$ cat src/cca_consts.vh
`ifndef CCA_CONSTS_VH
`define CCA_CONSTS_VH
`define CCA_ADDR_STATUS    6'h01
`define CCA_ADDR_CONTROL   6'h08
`define CCA_ADDR_THRES     6'h09
`define CCA_ADDR_RXSYN     6'h15
`define CCA_BIT_DONE       7
`define CCA_BIT_IDLE       6
`define CCA_BIT_REQ        7
`define CCA_BIT_PDTDIS     7
`define ASSESS_MODE_FIELD_HI        6
`define ASSESS_MODE_FIELD_LO        5
`define CCA_THR_HI         4
`define CCA_CHAN_HI        4
`define ASSESS_MODE_FIELD_OR        2'h0
`define ASSESS_MODE_FIELD_ED        2'h1
`define ASSESS_MODE_FIELD_CS        2'h2
`define ASSESS_MODE_FIELD_AND       2'h3
`define CCA_CTRL_RST       8'h2b
`define CCA_THRES_RST      8'h07
`define CCA_CLK_MHZ        25
`define CCA_MEAS_US        140
`define CCA_SYM_US         16
`define CCA_MEAS_SYMS      8
`define CCA_CNT_W          12
`define CCA_ST_RX_ON       5'h06
`define CCA_ST_BUSY_RX     5'h01
`endif

$ cat src/cca_ctrl.v
`default_nettype none
`include "cca_consts.vh"
// clear channel assessment control with a simple register port
module cca_ctrl (
    // clock and reset
    input  wire       ref_clk,
    input  wire       resetn,
    // register port, same clock
    input  wire       reg_wr,
    input  wire       reg_rd,
    input  wire [5:0] reg_addr,
    input  wire [7:0] reg_wdata,
    output reg  [7:0] reg_rdata,
    // receiver state from radio core
    input  wire [4:0] trx_state,
    input  wire       shr_detect,
    input  wire       frame_end,
    // radio measurements, asynchronous to ref_clk
    input  wire       carrier_detect,
    input  wire [7:0] rx_power,
    // outputs
    output reg        measurement_ready_irq,
    output reg        preamble_detect_disable,
    output reg  [4:0] channel_sel
);
    ////////////////////////////////////////////////////////////////////////////
    // timing; products are worked out as integers, then cut to the counter width
    // the counter width must hold the longer of the two counts
    localparam integer          MEAS_INT  = `CCA_MEAS_US * `CCA_CLK_MHZ;
    localparam integer          ED_INT    = `CCA_MEAS_SYMS * `CCA_SYM_US * `CCA_CLK_MHZ;
    localparam [`CCA_CNT_W-1:0] MEAS_CYC  = MEAS_INT[`CCA_CNT_W-1:0];   // manual window
    localparam [`CCA_CNT_W-1:0] ED_CYC    = ED_INT[`CCA_CNT_W-1:0];     // automated run
    // reset images of the control and threshold registers
    localparam [7:0]            CTRL_RST  = `CCA_CTRL_RST;
    localparam [7:0]            THRES_RST = `CCA_THRES_RST;

    // state machine
    localparam [1:0] S_IDLE = 2'h0;   // no assessment pending
    localparam [1:0] S_MEAS = 2'h1;   // idle-listening timed measurement
    localparam [1:0] S_WAIT = 2'h2;   // waiting for automated energy run
    // code 2'h3 is unused and falls back to S_IDLE

    ////////////////////////////////////////////////////////////////////////////
    // register state
    reg       done_r;          // assess_complete_flag
    reg       idle_r;          // channel_idle_flag
    reg [1:0] mode_r;          // assess_mode_field
    reg [4:0] thres_r;         // energy_threshold_field
    reg [1:0] st_r;            // assessment state
    reg       ed_used_r;       // automated run already spent this frame
    reg       cs_seen_r;       // carrier seen during timed window
    reg [7:0] pk_r;            // peak power during timed window
    reg       req_r;           // request taken, one-cycle pulse
    // power synchroniser stages
    reg [7:0] p1_r;            // first capture, read only by p2_r
    reg [7:0] p2_r;            // second stage
    reg [7:0] p3_r;            // third stage
    reg [7:0] pw_r;            // agreed power level
    // internal nets
    wire      cs_s;            // carrier after synchroniser
    wire      ed_busy;         // automated run in progress
    wire      ed_done;         // automated run finished, one cycle
    wire      mt_done;         // manual window finished, one cycle
    wire      mt_busy;         // manual window in progress
    ////////////////////////////////////////////////////////////////////////////
    // decode helpers; both are used by every path that posts a result except carrier-only and not-receiving, so the
    // mode table and the threshold rule live in exactly one place each
    function busy_of;
        input [1:0] m;
        input       cs;
        input       en;
        begin
            case (m)
                `ASSESS_MODE_FIELD_ED:  busy_of = en;
                `ASSESS_MODE_FIELD_CS:  busy_of = cs;
                `ASSESS_MODE_FIELD_AND: busy_of = cs & en;
                default:       busy_of = cs | en;
            endcase
        end
    endfunction
    // energy above threshold; power counts above base level, 1 dB a step
    // base level is the zero of rx_power, so only twice the field is added
    function over_thr;
        input [7:0] p;
        input [4:0] t;
        begin
            over_thr = p > {2'h0, t, 1'b0};
        end
    endfunction
    ////////////////////////////////////////////////////////////////////////////
    // synchronised carrier indication; the radio side runs on its own timing,
    // so the level passes three flops and only a stable value is used
    cca_sync3 u_sync (
        .ref_clk (ref_clk),
        .resetn  (resetn),
        .din     (carrier_detect),
        .dout    (cs_s)
    );
    // power sampled by three flops as well, held value after agreement;
    // a word that is still moving between stages is ignored until it settles,
    // so a torn multi-bit sample never reaches the peak detector
    always @(posedge ref_clk or negedge resetn) begin
        if (!resetn) begin
            p1_r <= 8'h00;
            p2_r <= 8'h00;
            p3_r <= 8'h00;
            pw_r <= 8'h00;
        end else begin
            p1_r <= rx_power;
            p2_r <= p1_r;
            p3_r <= p2_r;
            if (p2_r == p3_r) begin
                pw_r <= p3_r;
            end
        end
    end
    ////////////////////////////////////////////////////////////////////////////
    // request decode and state checks; trx_state comes from logic on this
    // clock, so it is compared directly without a synchroniser
    wire wr_ctl   = reg_wr && (reg_addr == `CCA_ADDR_CONTROL);
    // writing the request bit is what starts an assessment
    wire new_req  = wr_ctl && reg_wdata[`CCA_BIT_REQ];
    wire in_rxon  = (trx_state == `CCA_ST_RX_ON);
    wire in_busy  = (trx_state == `CCA_ST_BUSY_RX);
    // a header starts a run only if the frame has not had one yet
    wire ed_start = shr_detect && !ed_used_r && !preamble_detect_disable;

    // automated energy run after frame header; it is never aborted, a frame
    // that ends early still lets the run finish and release S_WAIT
    cca_timer u_ed (
        .ref_clk (ref_clk),
        .resetn  (resetn),
        .start   (ed_start),
        .abort   (1'b0),
        .len     (ED_CYC),
        .busy    (ed_busy),
        .done    (ed_done)
    );

    // manual idle-listening measurement window; a fresh request drops the
    // running window first, so a stale finish can never close the new one
    cca_timer u_meas (
        .ref_clk (ref_clk),
        .resetn  (resetn),
        .start   (req_r && in_rxon),
        .abort   (new_req),
        .len     (MEAS_CYC),
        .busy    (mt_busy),
        .done    (mt_done)
    );
    ////////////////////////////////////////////////////////////////////////////
    // configuration registers; the request bit itself is never stored, it only
    // makes the one-cycle req_r, which is why it always reads back as zero
    always @(posedge ref_clk or negedge resetn) begin
        if (!resetn) begin
            mode_r                  <= CTRL_RST[`ASSESS_MODE_FIELD_HI:`ASSESS_MODE_FIELD_LO];
            channel_sel             <= CTRL_RST[`CCA_CHAN_HI:0];
            thres_r                 <= THRES_RST[`CCA_THR_HI:0];
            preamble_detect_disable <= 1'b0;
            req_r                   <= 1'b0;
        end else begin
            req_r <= new_req;
            if (wr_ctl) begin
                mode_r      <= reg_wdata[`ASSESS_MODE_FIELD_HI:`ASSESS_MODE_FIELD_LO];
                channel_sel <= reg_wdata[`CCA_CHAN_HI:0];
            end
            // only the five low bits of the threshold register exist
            if (reg_wr && reg_addr == `CCA_ADDR_THRES) begin
                thres_r <= reg_wdata[`CCA_THR_HI:0];
            end
            // preamble disable keeps the receiver in idle listening
            if (reg_wr && reg_addr == `CCA_ADDR_RXSYN) begin
                preamble_detect_disable <= reg_wdata[`CCA_BIT_PDTDIS];
            end
        end
    end

    // one automated run per frame; frame end re-arms. a header that arrives
    // while preamble detection is disabled is ignored and spends nothing
    always @(posedge ref_clk or negedge resetn) begin
        if (!resetn) begin
            ed_used_r <= 1'b0;
        end else if (ed_start) begin
            ed_used_r <= 1'b1;
        end else if (frame_end) begin
            ed_used_r <= 1'b0;
        end
    end
    ////////////////////////////////////////////////////////////////////////////
    // peak hold over window, also tracks frame energy while waiting.
    // a request reloads the peak from the present level; the limitation is
    // that energy seen before the request in busy receive is forgotten.
    // cs_seen_r collects any carrier while a window or run is open
    always @(posedge ref_clk or negedge resetn) begin
        if (!resetn) begin
            pk_r      <= 8'h00;
            cs_seen_r <= 1'b0;
        end else if (req_r || ed_start) begin
            pk_r      <= pw_r;
            cs_seen_r <= cs_s;
        end else if (mt_busy || ed_busy) begin
            if (pw_r > pk_r) begin
                pk_r <= pw_r;
            end
            cs_seen_r <= cs_seen_r | cs_s;
        end
    end
    ////////////////////////////////////////////////////////////////////////////
    // assessment state machine and flags
    //   S_IDLE: takes req_r and picks the path from trx_state and the mode
    //   S_MEAS: timed window in idle listening, result when the timer ends
    //   S_WAIT: busy receive while the automated run is going; result at its end
    // every path that finishes raises the ready pulse for exactly one cycle
    // a new request overrides every state and clears both flags first
    // combined verdict over the window or run that has just closed
    wire busy_now = busy_of(mode_r, cs_seen_r | cs_s, over_thr(pk_r, thres_r));
    always @(posedge ref_clk or negedge resetn) begin
        if (!resetn) begin
            st_r                  <= S_IDLE;
            done_r                <= 1'b0;
            idle_r                <= 1'b0;
            measurement_ready_irq <= 1'b0;
        end else begin
            measurement_ready_irq <= 1'b0;
            if (new_req) begin
                // clear wins; a finishing measurement is superseded
                done_r <= 1'b0;
                idle_r <= 1'b0;
                st_r   <= S_IDLE;
            end else begin
                case (st_r)
                    S_IDLE: begin
                        if (req_r) begin
                            if (in_rxon) begin
                                // idle listening: open the 140 us window
                                st_r <= S_MEAS;
                            end else if (in_busy && mode_r == `ASSESS_MODE_FIELD_CS) begin
                                // carrier only: current carrier decides, energy and
                                // any carrier left over from an old window are ignored
                                done_r <= 1'b1;
                                idle_r <= ~cs_s;
                                measurement_ready_irq <= 1'b1;
                            end else if (in_busy && ed_busy) begin
                                // energy modes need the automated result;
                                // early pulse, result follows later
                                measurement_ready_irq <= 1'b1;
                                st_r <= S_WAIT;
                            end else if (in_busy) begin
                                // run already over: its result answers at once
                                done_r <= 1'b1;
                                idle_r <= ~busy_now;
                                measurement_ready_irq <= 1'b1;
                            end else begin
                                // not receiving: nothing measured, busy result stays
                                done_r <= 1'b1;
                                measurement_ready_irq <= 1'b1;
                            end
                        end
                    end
                    S_MEAS: begin
                        // the timer pulses once, after the full window
                        if (mt_done) begin
                            done_r <= 1'b1;
                            idle_r <= ~busy_now;
                            measurement_ready_irq <= 1'b1;
                            st_r <= S_IDLE;
                        end
                    end
                    S_WAIT: begin
                        // !ed_busy also covers a run that ended before we got here
                        if (ed_done || !ed_busy) begin
                            done_r <= 1'b1;
                            idle_r <= ~busy_now;
                            measurement_ready_irq <= 1'b1;
                            st_r <= S_IDLE;
                        end
                    end
                    default: st_r <= S_IDLE;
                endcase
            end
            // otherwise flags hold until next request
        end
    end
    ////////////////////////////////////////////////////////////////////////////
    // read data, registered; request bit always reads zero. the value stays
    // on reg_rdata until the next read strobe, so the host may sample late;
    // reserved status bit 5 reads as zero
    always @(posedge ref_clk or negedge resetn) begin
        if (!resetn) begin
            reg_rdata <= 8'h00;
        end else if (reg_rd) begin
            case (reg_addr)
                `CCA_ADDR_STATUS:  reg_rdata <= {done_r, idle_r, 1'b0, trx_state};
                `CCA_ADDR_CONTROL: reg_rdata <= {1'b0, mode_r, channel_sel};
                `CCA_ADDR_THRES:   reg_rdata <= {3'h0, thres_r};
                `CCA_ADDR_RXSYN:   reg_rdata <= {preamble_detect_disable, 7'h00};
                // unmapped addresses read as zero
                default:           reg_rdata <= 8'h00;
            endcase
        end
    end
endmodule
`default_nettype wire

$ cat src/cca_sync3.v
`default_nettype none
// three-stage synchroniser; output changes once stages two and three agree
module cca_sync3 (
    // clock and reset
    input  wire ref_clk,
    input  wire resetn,
    // async level in, filtered level out
    input  wire din,
    output reg  dout
);
    reg s1_r;   // metastability catcher, read only by s2
    reg s2_r;
    reg s3_r;
    // shift and compare
    always @(posedge ref_clk or negedge resetn) begin
        if (!resetn) begin
            s1_r <= 1'b0;
            s2_r <= 1'b0;
            s3_r <= 1'b0;
            dout <= 1'b0;
        end else begin
            s1_r <= din;
            s2_r <= s1_r;
            s3_r <= s2_r;
            if (s2_r == s3_r) begin
                dout <= s3_r;
            end
        end
    end
endmodule
`default_nettype wire

$ cat src/cca_timer.v
`default_nettype none
`include "cca_consts.vh"
// down counter: loads a length, pulses done when it reaches zero
module cca_timer (
    // clock and reset
    input  wire                  ref_clk,
    input  wire                  resetn,
    // control
    input  wire                  start,
    input  wire                  abort,
    input  wire [`CCA_CNT_W-1:0] len,
    // status
    output reg                   busy,
    output reg                   done
);
    reg [`CCA_CNT_W-1:0] cnt_r;   // cycles left
    // count down while busy; start wins over a running count
    always @(posedge ref_clk or negedge resetn) begin
        if (!resetn) begin
            cnt_r <= {`CCA_CNT_W{1'b0}};
            busy  <= 1'b0;
            done  <= 1'b0;
        end else begin
            done <= 1'b0;
            if (abort) begin
                busy <= 1'b0;
            end else if (start) begin
                cnt_r <= len;
                busy  <= 1'b1;
            end else if (busy) begin
                if (cnt_r == {{(`CCA_CNT_W-1){1'b0}}, 1'b1}) begin
                    busy <= 1'b0;
                    done <= 1'b1;
                end
                cnt_r <= cnt_r - {{(`CCA_CNT_W-1){1'b0}}, 1'b1};
            end
        end
    end
endmodule
`default_nettype wire

$ cat config.mk
export PLATFORM = sky130hd
export DESIGN_NAME = cca_ctrl
export DESIGN_NICKNAME = d
export VERILOG_FILES = /design/src/cca_ctrl.v /design/src/cca_sync3.v /design/src/cca_timer.v
export VERILOG_INCLUDE_DIRS = /design/src
export SDC_FILE = /design/constraint.sdc
export NUM_CORES = 1
export LEC_CHECK = 0
export BUFFER_PORTS_ARGS = -buffer_cell sky130_fd_sc_hd__buf_2
export CORE_AREA = 5 5 133 97
export CTS_CLUSTER_SIZE = 25
export DETAILED_ROUTE_END_ITERATION = 12
export DIE_AREA = 0 0 138 102
export GPL_ROUTABILITY_DRIVEN = 1
export PLACE_DENSITY = 0.69
export SLEW_MARGIN = 20
export SYNTH_ARGS = -nofsm -noshare
export SYNTH_HDL_FRONTEND = slang
export SYNTH_HIERARCHICAL = 1
export SYNTH_SLANG_ARGS = --single-unit
export TNS_END_PERCENT = 30
$ cat constraint.sdc
create_clock -name ref_clk -period 3.5 [get_ports ref_clk]
set_input_delay 0.7 -clock ref_clk [delete_from_list [all_inputs] [get_ports ref_clk]]
set_output_delay 0.7 -clock ref_clk [all_outputs]
set_load 0.01 [all_outputs]
==> impl_metrics.json <==
{
  "status": "completed",
  "ant_nets": 0,
  "vias_per_cell": 5.32,
  "fin_tns_setup_ps": 0,
  "clkTransAtPathRegs_ps": 80,
  "async_flop_share_pct": 100,
  "slew_headroom_pct": 41.5,
  "max_stage_delay_ps": 740,
  "grt_max_degree": 86,
  "maxCapViolations": 0,
  "die_height_um": 102,
  "ios": 49,
  "yosysWarnings": 6,
  "synth_most_common_cell": "dfrtp_1",
  "synth_top_cell_area_share_pct": 46.6,
  "layout_min_cycle_time_ps": 2470,
  "synth_cell_type_count": 56,
  "ys_ff_latch": 101,
  "grt_pass1_vias": 3771,
  "post-route-period-util_pct": 70.4,
  "hold_viol_final": 0,
  "drt_iter0_drc": 258,
  "ff2ff_setup_slack_ps": 1120,
  "grt_overflow_total": 0,
  "syn_area_mm2": 0.00504,
  "rows": 33,
  "hp-class": "reg2reg",
  "fillers": 1053,
  "cts_tree": "done",
  "cp_max_fo": 27,
  "path_cells": "buf_2 -> and3b_1 -> and3_1 -> o21bai_1 -> a211oi_1 -> a21oi_1",
  "vias": 3755,
  "irDropWorstVdd_uv": 250,
  "slew_violations": 0,
  "cp.required_ps": 3710,
  "leakagePower_nw": 2.68,
  "drive_above_1_share_pct": 21.5,
  "tightest_slew_ps": 877,
  "die-width_um": 138,
  "die_area_mm2": 0.0141,
  "synth_common_cells": "94 x dfrtp_1, 36 x inv_1, 29 x mux2_2, 29 x nor2_1",
  "gp_congestion": 0.890,
  "fin_nets": 599,
  "finalSetupViolCount": 0,
  "synthTopCellsByArea": "dfrtp_1 47%, mux2_2 6.5%, ha_1 5.2%, dfstp_2 3.6%, mux2i_1 3.0%",
  "dp_hpwl_um": 8000,
  "crit_path_start_kind": "primary input",
  "io_buffers": 48,
  "critPathTopFamily": "simple AND/OR/NAND/NOR gates",
  "fmax_mhz": 406,
  "finalWorstSetupSlack_ps": 1030,
  "cts_max_path_buffers": 2,
  "clock_sinks": 101,
  "p_per_area_mw_per_mm2": 533,
  "wl_per_cell_um": 15.5,
  "core_mm2": 0.0115,
  "skew_ps": 11.1,
  "grt_usage_pct": 16.2,
  "seq_area_frac_synth_pct": 50.3,
  "yosys_most_used_dff": "dfrtp_1",
  "drcViolationCount": 0,
  "cts_inserted_buffers": 9,
  "synth_largest_area_cell": "dfrtp_1",
  "place_ws_ps": 686,
  "area_growth_pct": 16.4,
  "hold_buffers": 0,
  "wl_um": 10900,
  "grt_first_pass_wirelength_um": 18600,
  "start_util_pct": 44.0,
  "worst_ep_arrival_time_ps": 2670,
  "final_util_pct": 51.2,
  "firstDrtPassIters": 4,
  "path_class": "in2reg",
  "endpoint_kind": "flop",
  "cts_resized": 0,
  "syn-instance-count": 469,
  "rsz0062_at_grt": "no",
  "cts_max_level": 3,
  "clockRootBuffer": "clkbuf_16",
  "syn_avg_cell_area_um2": 10.8,
  "cp_num_buf_inv": 1,
  "antenna_found_initial": 0,
  "insertion_delay_ps": 350,
  "synth-edff-count": 0,
  "n_antenna_cell": 0,
  "cpMaxStageDelayCell": "and3_1",
  "post-cts-setup-buffer-count": 0
}
[logic make-up after synthesis]
logic type / share of synthesized area (%)
AOI/OAI and AO/OA: 12.8
xor gates and xnor gates: 1.56
buffers and inverters: 3.67
muxes: 9.45
DFF: 50.3
and+or+nand+nor: 16.7
adders and majority gates: 5.43
other: 0.149
[worst paths after layout]
kind	end	startpoint	cells past startpoint
max	u_meas/cnt_r[1]	trx_state[0]	6
min	p2_r[3]	p1_r[3]	0
max reg2reg	u_meas/cnt_r[1]	req_r	4
min reg2reg	p2_r[3]	p1_r[3]	0
max in group asynchronous	p2_r[0]	resetn	2
min in group asynchronous	u_ed/cnt_r[5]	resetn	1
[registers in the layout, summed over array words and instances (netlist names), 2 cells and up]
name,cells
channel_sel,5
u_ed/cnt_r,12
p2_r,8
pk_r,8
u_meas/cnt_r,12
pw_r,8
st_r,2
p3_r,8
mode_r,2
thres_r,5
p1_r,8
reg_rdata,8
[where the power goes]
part	internal, mW	total, mW	switching (mW)	leakage [nW]
Clock	0.516	1.02	0.501	0.153
Sequential	1.31	1.48	0.169	1.23
Combinational	0.307	0.631	0.325	1.30
Total	2.14	3.13	0.995	2.68
[area by class of cell]
class                           count  area (µm²)  share of cell area (%)
Clock inverter                      7        86.3                    1.47
Sequential cell                   101        2540                    43.2
Timing Repair Buffer               51         269                    4.58
Clock buffer                        9         225                    3.83
Tap cell                          157         196                    3.34
Inverter                           36         135                    2.30
Multi-Input combinational cell    345        2430                    41.3
[routing by layer]
layer / part of all wire [%] / track usage (%)
met2: 42 / 23.9
met3: 6.2 / 4.91
met1: 49 / 22.9
met4: 2.1 / 5.69
met5: 0 / 0
[cells in the final DEF (no fill, tap or decap), types with 3 or more instances in the layout]
cell type and n:
o32ai_1 3, mux2i_1 15, buf_2 47, xor2_1 9, o211ai_1 5, a21oi_1 25
nor2b_1 6, inv_8 4, ha_1 21, nand2_1 25, o22ai_1 8, buf_4 3
a2bb2oi_1 4, nand2b_1 8, nand3_1 17, mux2_2 29, clkbuf_16 9, nor4_1 9
nor3_1 16, and3_1 3, inv_1 36, nor2_1 29, dfstp_2 7, conb_1 28
a22oi_1 11, dfrtp_1 94, o21ai_0 18, a211oi_1 4, nand4_1 3, o21bai_1 3
a21o_1 3, nor4_4 3
[stage by stage]
stage               std cells  cell area, µm²  total power, mW  hold WS [ps]
finish                    706            5870             3.13           351
CTS                       706            5870             3.16           353
global placement          690            5560             2.10           334
detailed placement        690            5560             2.14           335
floorplan                 495            5140             1.92           331
global route              706            5870             3.31           360
[worst reg2reg max path: stages, from the launching register on]
cell	delay, ps
dfrtp_1	560
and3_1	810
o21bai_1	470
a211oi_1	330
a21oi_1	80
Power figures use the tool's default switching activity.
